`src/design/fes_pkg.sv`:
```
package fes_pkg;
  // ----------------------------------------
  // controller registers
  // ----------------------------------------
  localparam logic [3:0] REG_ADDR = 4'h0;
  localparam logic [3:0] REG_WDATA = 4'h1;
  localparam logic [3:0] REG_CMD = 4'h2;
  localparam logic [3:0] REG_STATUS = 4'h3;
  localparam logic [3:0] REG_RDATA = 4'h4;
  localparam logic [3:0] REG_POLL = 4'h5;
  localparam logic [3:0] REG_SEQ = 4'h6;
  localparam logic [3:0] REG_SEQ_BASE = 4'h8;
  localparam int SEQ_DEPTH = 8;
  localparam int CMD_WRITE = 0;
  localparam int CMD_READ = 1;
  localparam int CMD_RESET = 2;
  localparam int CMD_SEQ = 3;
  localparam int CMD_EWIN = 4;
  // ----------------------------------------
  // status bit positions of the device byte
  // ----------------------------------------
  localparam int BIT_POLL = 7;
  localparam int BIT_TOGGLE = 6;
  localparam int BIT_FAIL = 5;
  localparam int BIT_WINDOW = 3;
  localparam int BIT_SECTOR = 2;
  // ----------------------------------------
  // timing
  // ----------------------------------------
  localparam int CLK_MHZ = 250;
  localparam int STROBE_NS = 40;
  localparam int STROBE_CYC = (STROBE_NS * CLK_MHZ + 999) / 1000;
  localparam int RESET_LOW_NS = 500;
  localparam int RESET_LOW_CYC = (RESET_LOW_NS * CLK_MHZ + 999) / 1000;
  localparam int WAKE_NS = 1000;
  localparam int WAKE_CYC = (WAKE_NS * CLK_MHZ + 999) / 1000;
  localparam int CNT_W = 12;
  localparam logic [CNT_W-1:0] CNT_ZERO = 12'h000;
endpackage : fes_pkg

```
`src/design/fes_seq_mem.sv`:
```
`timescale 1ns/1ps
`default_nettype none
module fes_seq_mem (
  input wire logic clock,
  input wire logic clk_en,
  input wire logic wr_en,
  input wire logic [2:0] wr_idx,
  input wire logic [27:0] wr_data,
  input wire logic [2:0] rd_idx,
  output logic [27:0] rd_data
);
  // ----------------------------------------
  // small sequence store, registered read
  // ----------------------------------------
  logic [27:0] mem_q [0:7];
  always_ff @(posedge clock) begin
    if (clk_en) begin
      if (wr_en) begin
        mem_q[wr_idx] <= wr_data;
      end
      rd_data <= mem_q[rd_idx];
    end
  end
endmodule : fes_seq_mem
`default_nettype wire

```
`src/design/fes_host.sv`:
```
`timescale 1ns/1ps
`default_nettype none
module fes_host (
  input wire logic clock,
  input wire logic srst,
  input wire logic clk_en,
  input wire logic [3:0] reg_addr,
  input wire logic [31:0] reg_wdata,
  input wire logic reg_wr,
  input wire logic reg_rd,
  output logic [31:0] reg_rdata,
  output logic [19:0] flash_addr,
  output logic [7:0] flash_dq_out,
  output logic flash_dq_oe_n,
  input wire logic [7:0] flash_dq_in,
  output logic chip_select_n,
  output logic write_strobe_n,
  output logic output_strobe_n,
  output logic flash_reset_n,
  input wire logic busy_indicator_n
);
  typedef enum {ST_IDLE, ST_WSET, ST_WLOW, ST_WHOLD, ST_RLOW, ST_RDONE,
    ST_RSTLOW, ST_WAKE} fes_state_e;
  fes_state_e st_q, st_d;
  logic [19:0] addr_q, addr_d;
  logic [7:0] wdata_q, wdata_d, rdata_q, rdata_d, prev_q, prev_d;
  localparam int CNT_W_L = fes_pkg::CNT_W;
  logic [CNT_W_L-1:0] cnt_q, cnt_d, low_run_q, low_run_d;
  logic [2:0] seq_idx_q, seq_idx_d, seq_len_q, seq_len_d;
  logic seq_act_q, seq_act_d, ewin_q, ewin_d, ewin_chk_q, ewin_chk_d;
  logic reject_q, reject_d, toggled_q, toggled_d, read_seen_q, read_seen_d;
  logic cs_n_q, cs_n_d, we_n_q, we_n_d, oe_n_q, oe_n_d, dqoe_n_q, dqoe_n_d, rst_n_q, rst_n_d;
  logic [31:0] rdat_q, rdat_d;
  logic [27:0] mem_rd;
  logic busy, seq_wr;
  assign busy = !busy_indicator_n;
  assign seq_wr = reg_wr && reg_addr[3];
  fes_seq_mem u_mem (
    .clock(clock),
    .clk_en(clk_en),
    .wr_en(seq_wr),
    .wr_idx(reg_addr[2:0]),
    .wr_data(reg_wdata[27:0]),
    .rd_idx(seq_idx_d),
    .rd_data(mem_rd)
  );
  // ----------------------------------------
  // bus cycle sequencer
  // ----------------------------------------
  always_comb begin
    st_d = st_q;
    addr_d = addr_q;
    wdata_d = wdata_q;
    rdata_d = rdata_q;
    prev_d = prev_q;
    cnt_d = cnt_q;
    seq_idx_d = seq_idx_q;
    seq_len_d = seq_len_q;
    seq_act_d = seq_act_q;
    ewin_d = ewin_q;
    ewin_chk_d = ewin_chk_q;
    reject_d = reject_q;
    toggled_d = toggled_q;
    read_seen_d = read_seen_q;
    cs_n_d = cs_n_q;
    we_n_d = we_n_q;
    oe_n_d = oe_n_q;
    dqoe_n_d = dqoe_n_q;
    rst_n_d = rst_n_q;
    low_run_d = fes_pkg::CNT_ZERO;
    if (!rst_n_q) begin
      low_run_d = low_run_q + 12'h001;
    end
    if (cnt_q != fes_pkg::CNT_ZERO) begin
      cnt_d = cnt_q - 12'h001;
    end
    if (reg_wr && reg_addr == fes_pkg::REG_ADDR) begin
      addr_d = reg_wdata[19:0];
    end
    if (reg_wr && reg_addr == fes_pkg::REG_WDATA) begin
      wdata_d = reg_wdata[7:0];
    end
    if (reg_wr && reg_addr == fes_pkg::REG_SEQ) begin
      seq_len_d = reg_wdata[2:0];
    end
    case (st_q)
      ST_IDLE: begin
        cs_n_d = 1'b1;
        we_n_d = 1'b1;
        oe_n_d = 1'b1;
        dqoe_n_d = 1'b1;
        if (seq_act_q) begin
          addr_d = mem_rd[27:8];
          wdata_d = mem_rd[7:0];
          st_d = ST_WSET;
        end else if (reg_wr && reg_addr == fes_pkg::REG_CMD) begin
          if (reg_wdata[fes_pkg::CMD_RESET]) begin
            rst_n_d = 1'b0;
            cnt_d = 12'(fes_pkg::RESET_LOW_CYC);
            st_d = ST_RSTLOW;
          end else if (reg_wdata[fes_pkg::CMD_SEQ]) begin
            seq_act_d = 1'b1;
            seq_idx_d = 3'h0;
            ewin_chk_d = reg_wdata[fes_pkg::CMD_EWIN];
            reject_d = 1'b0;
          end else if (reg_wdata[fes_pkg::CMD_WRITE]) begin
            st_d = ST_WSET;
          end else if (reg_wdata[fes_pkg::CMD_READ]) begin
            cs_n_d = 1'b0;
            oe_n_d = 1'b0;
            cnt_d = 12'(fes_pkg::STROBE_CYC);
            st_d = ST_RLOW;
          end
        end
      end
      ST_WSET: begin
        // oe held high through the write so the cycle is recognised
        cs_n_d = 1'b0;
        oe_n_d = 1'b1;
        dqoe_n_d = 1'b0;
        we_n_d = 1'b0;
        cnt_d = 12'(fes_pkg::STROBE_CYC);
        st_d = ST_WLOW;
      end
      ST_WLOW: begin
        if (cnt_q == fes_pkg::CNT_ZERO) begin
          we_n_d = 1'b1;
          cnt_d = 12'(fes_pkg::STROBE_CYC);
          st_d = ST_WHOLD;
        end
      end
      ST_WHOLD: begin
        if (cnt_q == fes_pkg::CNT_ZERO) begin
          cs_n_d = 1'b1;
          dqoe_n_d = 1'b1;
          st_d = ST_IDLE;
          if (seq_act_q) begin
            if (seq_idx_q == seq_len_q) begin
              seq_act_d = 1'b0;
              if (ewin_chk_q) begin
                // recheck window after an added sector erase
                cs_n_d = 1'b0;
                oe_n_d = 1'b0;
                cnt_d = 12'(fes_pkg::STROBE_CYC);
                st_d = ST_RLOW;
              end
            end else begin
              seq_idx_d = seq_idx_q + 3'h1;
            end
          end
        end
      end
      ST_RLOW: begin
        if (cnt_q == fes_pkg::CNT_ZERO) begin
          rdata_d = flash_dq_in;
          oe_n_d = 1'b1;
          cs_n_d = 1'b1;
          st_d = ST_RDONE;
        end
      end
      ST_RDONE: begin
        toggled_d = read_seen_q && (rdata_q[fes_pkg::BIT_TOGGLE] != prev_q[fes_pkg::BIT_TOGGLE]);
        prev_d = rdata_q;
        read_seen_d = 1'b1;
        ewin_d = rdata_q[fes_pkg::BIT_WINDOW];
        if (ewin_chk_q) begin
          reject_d = rdata_q[fes_pkg::BIT_WINDOW];
          ewin_chk_d = 1'b0;
        end
        st_d = ST_IDLE;
      end
      ST_RSTLOW: begin
        if (cnt_q == fes_pkg::CNT_ZERO) begin
          rst_n_d = 1'b1;
          read_seen_d = 1'b0;
          cnt_d = 12'(fes_pkg::WAKE_CYC);
          st_d = ST_WAKE;
        end
      end
      ST_WAKE: begin
        if (cnt_q == fes_pkg::CNT_ZERO) begin
          st_d = ST_IDLE;
        end
      end
      default: begin
        st_d = ST_IDLE;
      end
    endcase
    rdat_d = 32'h0000_0000;
    if (reg_rd) begin
      case (reg_addr)
        fes_pkg::REG_ADDR: rdat_d = {12'h000, addr_q};
        fes_pkg::REG_WDATA: rdat_d = {24'h00_0000, wdata_q};
        fes_pkg::REG_STATUS: rdat_d = {26'h000_0000, reject_q, ewin_q, toggled_q,
          seq_act_q, busy, (st_q != ST_IDLE)};
        fes_pkg::REG_RDATA: rdat_d = {24'h00_0000, rdata_q};
        fes_pkg::REG_POLL: rdat_d = {24'h00_0000, prev_q};
        fes_pkg::REG_SEQ: rdat_d = {29'h0000_0000, seq_len_q};
        default: rdat_d = 32'h0000_0000;
      endcase
    end
  end
  always_ff @(posedge clock) begin
    if (srst) begin
      st_q <= ST_IDLE;
      addr_q <= 20'h0_0000;
      wdata_q <= 8'h00;
      rdata_q <= 8'h00;
      prev_q <= 8'h00;
      cnt_q <= fes_pkg::CNT_ZERO;
      seq_idx_q <= 3'h0;
      seq_len_q <= 3'h0;
      seq_act_q <= 1'b0;
      ewin_q <= 1'b0;
      ewin_chk_q <= 1'b0;
      reject_q <= 1'b0;
      toggled_q <= 1'b0;
      read_seen_q <= 1'b0;
      cs_n_q <= 1'b1;
      we_n_q <= 1'b1;
      oe_n_q <= 1'b1;
      dqoe_n_q <= 1'b1;
      rst_n_q <= 1'b1;
      low_run_q <= fes_pkg::CNT_ZERO;
      rdat_q <= 32'h0000_0000;
    end else if (clk_en) begin
      st_q <= st_d;
      addr_q <= addr_d;
      wdata_q <= wdata_d;
      rdata_q <= rdata_d;
      prev_q <= prev_d;
      cnt_q <= cnt_d;
      seq_idx_q <= seq_idx_d;
      seq_len_q <= seq_len_d;
      seq_act_q <= seq_act_d;
      ewin_q <= ewin_d;
      ewin_chk_q <= ewin_chk_d;
      reject_q <= reject_d;
      toggled_q <= toggled_d;
      read_seen_q <= read_seen_d;
      cs_n_q <= cs_n_d;
      we_n_q <= we_n_d;
      oe_n_q <= oe_n_d;
      dqoe_n_q <= dqoe_n_d;
      rst_n_q <= rst_n_d;
      low_run_q <= low_run_d;
      rdat_q <= rdat_d;
    end
  end
  assign reg_rdata = rdat_q;
  assign flash_addr = addr_q;
  assign flash_dq_out = wdata_q;
  assign flash_dq_oe_n = dqoe_n_q;
  assign chip_select_n = cs_n_q;
  assign write_strobe_n = we_n_q;
  assign output_strobe_n = oe_n_q;
  assign flash_reset_n = rst_n_q;
endmodule : fes_host
`default_nettype wire

```
`config.mk`:
```
export PLATFORM = sky130hd
export DESIGN_NAME = fes_host
export DESIGN_NICKNAME = d
export VERILOG_FILES = /design/src/design/fes_pkg.sv /design/src/design/fes_seq_mem.sv /design/src/design/fes_host.sv
export SDC_FILE = /design/constraint.sdc
export NUM_CORES = 1
export LEC_CHECK = 0
export ABC_AREA = 1
export BUFFER_PORTS_ARGS = -buffer_cell sky130_fd_sc_hd__buf_4
export CORE_MARGIN = 5
export CORE_UTILIZATION = 31
export CTS_CLUSTER_SIZE = 20
export DETAILED_ROUTE_END_ITERATION = 7
export GPL_TIMING_DRIVEN = 0
export MAX_ROUTING_LAYER = met4
export PLACE_DENSITY = 0.51
export REMOVE_ABC_BUFFERS = 1
export SKIP_LAST_GASP = 1
export SLEW_MARGIN = 10
export SYNTH_ARGS = -nofsm -noshare
export SYNTH_HDL_FRONTEND = slang
export SYNTH_SLANG_ARGS = --single-unit
```
`constraint.sdc`:
```
create_clock -name clock -period 2.7 [get_ports clock]
set_clock_uncertainty 0.2 [all_clocks]
set_input_delay 0.27 -clock clock [delete_from_list [all_inputs] [get_ports clock]]
set_output_delay 0.27 -clock clock [all_outputs]
set_load 0.1 [all_outputs]
```
==> results_dict.tcl <==
set metrics [dict create \
    hold_class "input pin to flop" \
    wire_per_inst_um 20.44 \
    clk-insertion-delay-late_ns 0.55 \
    grt_max_degree 50 \
    yosys.area.top_type "edfxtp_1" \
    vias 13240 \
    synth_common_cells "464 x nand2_1, 300 x inv_1, 252 x edfxtp_1, 252 x nand3_1, 95 x dfxtp_1" \
    htreeDepth 2 \
    via_per_inst 4.906 \
    die_h_um 236.7 \
    p_leak_nw 8.763 \
    multiInputGateArea_um2 5383 \
    drc 0 \
    dieArea_um2 56020 \
    firstDrtPassIters 5 \
    nNetsFinal 2038 \
    wirelength_met1_um 24760 \
    seqCellArea_um2 9474 \
    ant_nets 0 \
    netlist_area_um2 15930 \
    yosysMostFrequentCell "nand2_1" \
    vdd_ir_drop_max_mv 0.4700 \
    gp_congestion 0.8663 \
    n_fill_cell 4994 \
    critical_path_required_ns 2.81 \
    tns_ns 0 \
    clock_path_buffers 3 \
    synth.avg_cell_area_um2 8.895 \
    startpoint_type "flop" \
    io_buffers 98 \
    antenna_found_initial 1 \
    p_per_area_nw_per_um2 626.4 \
    yosys_warnings 0 \
    route.met3.wl_um 3817 \
    cap_violations 0 \
    maxUsedRoutingLayer "met4" \
    ys_types 43 \
    core_um2 51090 \
    finalHoldViolCount 0 \
    fp-row-count 83 \
    cts_tree "built" \
    power_mw 12.86 \
    grt_overflow 0 \
    drive_gt1_frac 0.1542 \
    max_slew_margin 0.5018 \
    fmax_ghz 0.3835 \
    ios 115 \
    ys_seq_elements 347 \
    die_width_um 236.7 \
    synth-main-ff-cell "edfxtp_1" \
    synth-simple-area-share 0.2257 \
    outcome "finished clean" \
    fin_util 0.4018 \
    layout_min_cycle_time_ns 2.607 \
    grtUsageTotal 0.1885 \
    drt-initial-drc-count 1332 \
    drt-total-wl_um 55160 \
    drv_slew 0 \
    synth-xor-area-share 0.003849 \
    numCtsBuffers 40 \
    synth-compound-area-share 0.06810 \
    synth-edff-count 252 \
    post-route-period-util 0.9657 \
    critical_path_class "flop to flop" \
    grt_pass1_vias 12380 \
    dp_slack_ns -2.282 \
    end_kind "flop" \
    worstMarginPinSlew_ns 0.7474 \
    synth_top_area_frac 0.4750 \
    path_max_fanout 7 \
    ys_async_sr_fraction 0 \
    grt_pass1_wl_um 78480 \
    hpwlAfterDp_um 27250 \
    arrival_ns 2.71 \
    initial_core_util 0.3118 \
    synth_fa_ha_area_frac 0.002356 \
    cts_sinks 347 \
    synthCells 1791 \
    ys_top_cells_by_area "edfxtp_1 48%, dfxtp_1 12%, nand2_1 11%" \
    wl_met2_um 25040 \
    setup_viol 0 \
    cts-root-buf "clkbuf_16" \
    synth_top_family_by_area "simple AND/OR/NAND/NOR gates" \
    muxShareOfSynthArea 0 \
    areaGrowthSynthToFinish_pct 28.88 \
    setup_slack_ns 0.09265 \
    ys_seq_area_frac 0.5944 \
    clk_pin_slew_worst_paths_ns 0.06 \
]
==> layer usage <==
layer | vias to the layer above | track usage
met5 | - | -
met4 | 0 | 0.05580
met3 | 118 | 0.02586
met2 | 561 | 0.2923
met1 | 6313 | 0.2597
li1 | 6248 | -
==> cells in the final DEF, fill, tap and decap left out, types with 6 or more instances in the layout <==
cell	Yosys	routed
o211ai_1	9	9
o22ai_1	9	9
clkinv_2	0	12
clkbuf_1	34	9
a22oi_1	12	12
nor3_1	7	7
nand4_1	10	10
dfxtp_1	95	91
nand3_4	2	6
inv_1	300	296
buf_4	20	133
inv_2	8	8
nor2_1	76	65
buf_12	0	22
nand2_4	2	8
dlygate4sd3_1	0	42
nand2_1	464	458
clkbuf_16	0	45
o21ai_0	66	66
nand3_1	252	251
nand2_8	0	17
buf_16	0	13
nor2_4	7	18
xor2_1	6	6
edfxtp_1	252	252
conb_1	1	12
a21oi_1	84	84
==> layout make-up <==
cell class | instances | share of cell area
Clock buffer | 55 | 0.05497
Multi-Input combinational cell | 1069 | 0.2622
Antenna cell | 2 | 0.0002438
Inverter | 309 | 0.05747
Clock inverter | 19 | 0.005972
Timing Repair Buffer | 218 | 0.1163
Tap cell | 680 | 0.04144
Sequential cell | 347 | 0.4615
==> flip-flops by register name, summed over array words and instances (netlist names) <==
name	cells
seq_len_q	3
u_mem.rd_data	28
cnt_q	12
u_mem.mem_q	224
read_seen_q	1
reject_q	1
flash_addr	20
flash_dq_out	8
prev_q	8
reg_rdata	20
output_strobe_n	1
seq_idx_q	3
write_strobe_n	1
ewin_chk_q	1
flash_reset_n	1
seq_act_q	1
flash_dq_oe_n	1
st_q	3
chip_select_n	1
rdata_q	8
toggled_q	1
==> through the flow <==
step	hold slack (ns)	instances	cell area [µm²]
2_1_floorplan	0.1391	1704	15450
3_3_place_gp	0.2445	2482	17040
3_5_place_dp	0.2536	2500	17570
4_1_cts	0.0002490	2669	20080
5_1_grt	0.03128	2698	20530
6_report	0.01706	2699	20530
==> cell families (layout without fill, tap and decap cells) <==
kind of cell	count (synthesis)	after routing
buf+inv	407	601
xor+xnor	7	7
other cells	1	14
flops	347	347
fa+ha+maj	3	3
simple gates	831	852
compound gates	195	195
==> power breakdown <==
group	internal (mW)	leakage [nW]	switching [mW]	total [mW]
Sequential	5.86	3.06	0.0813	5.94
Combinational	0.550	5.07	1.18	1.73
Clock	2.95	0.626	2.24	5.19
Total	9.36	8.76	3.50	12.9
==> repair_timing <==
| item | CTS | global route |
|---|---|---|
| buffers inserted | 35 | 15 |
| resized for setup | 30 | 23 |
| pin swaps | 18 | 12 |
| gates cloned | 15 | 13 |
| hold buffers | 45 | 0 |
| hold endpoints to repair | 273 | 0 |
| endpoints found under the setup margin | 287 | 58 |
==> worst paths after layout <==
| kind | start | to | slack, ns | cells past startpoint |
|---|---|---|---|---|
| min | clk_en | flash_dq_out[1] | 0.02 | 4 |
| max reg2reg | seq_idx_q[0] | u_mem.rd_data[9] | 0.09 | 16 |
| max | seq_idx_q[0] | u_mem.rd_data[9] | 0.09 | 16 |
| min reg2reg | prev_q[2] | prev_q[2] | 0.26 | 2 |
==> worst max-delay path, cell delays in order, from the launching register on <==
cell and delay, ns:
dfxtp_1 0.37, inv_4 0.17, nand2_1 0.08, nand2_1 0.08
nand2_1 0.09, nor2_4 0.14, nor2_4 0.06, buf_12 0.15
nand2_8 0.18, nand2_8 0.11, buf_4 0.19, nand2_4 0.19
nand2_1 0.10, nand3_1 0.08, nand2_1 0.06, nand2_1 0.05
nand2_1 0.05
No activity file was read; power rests on OpenSTA's default activity.
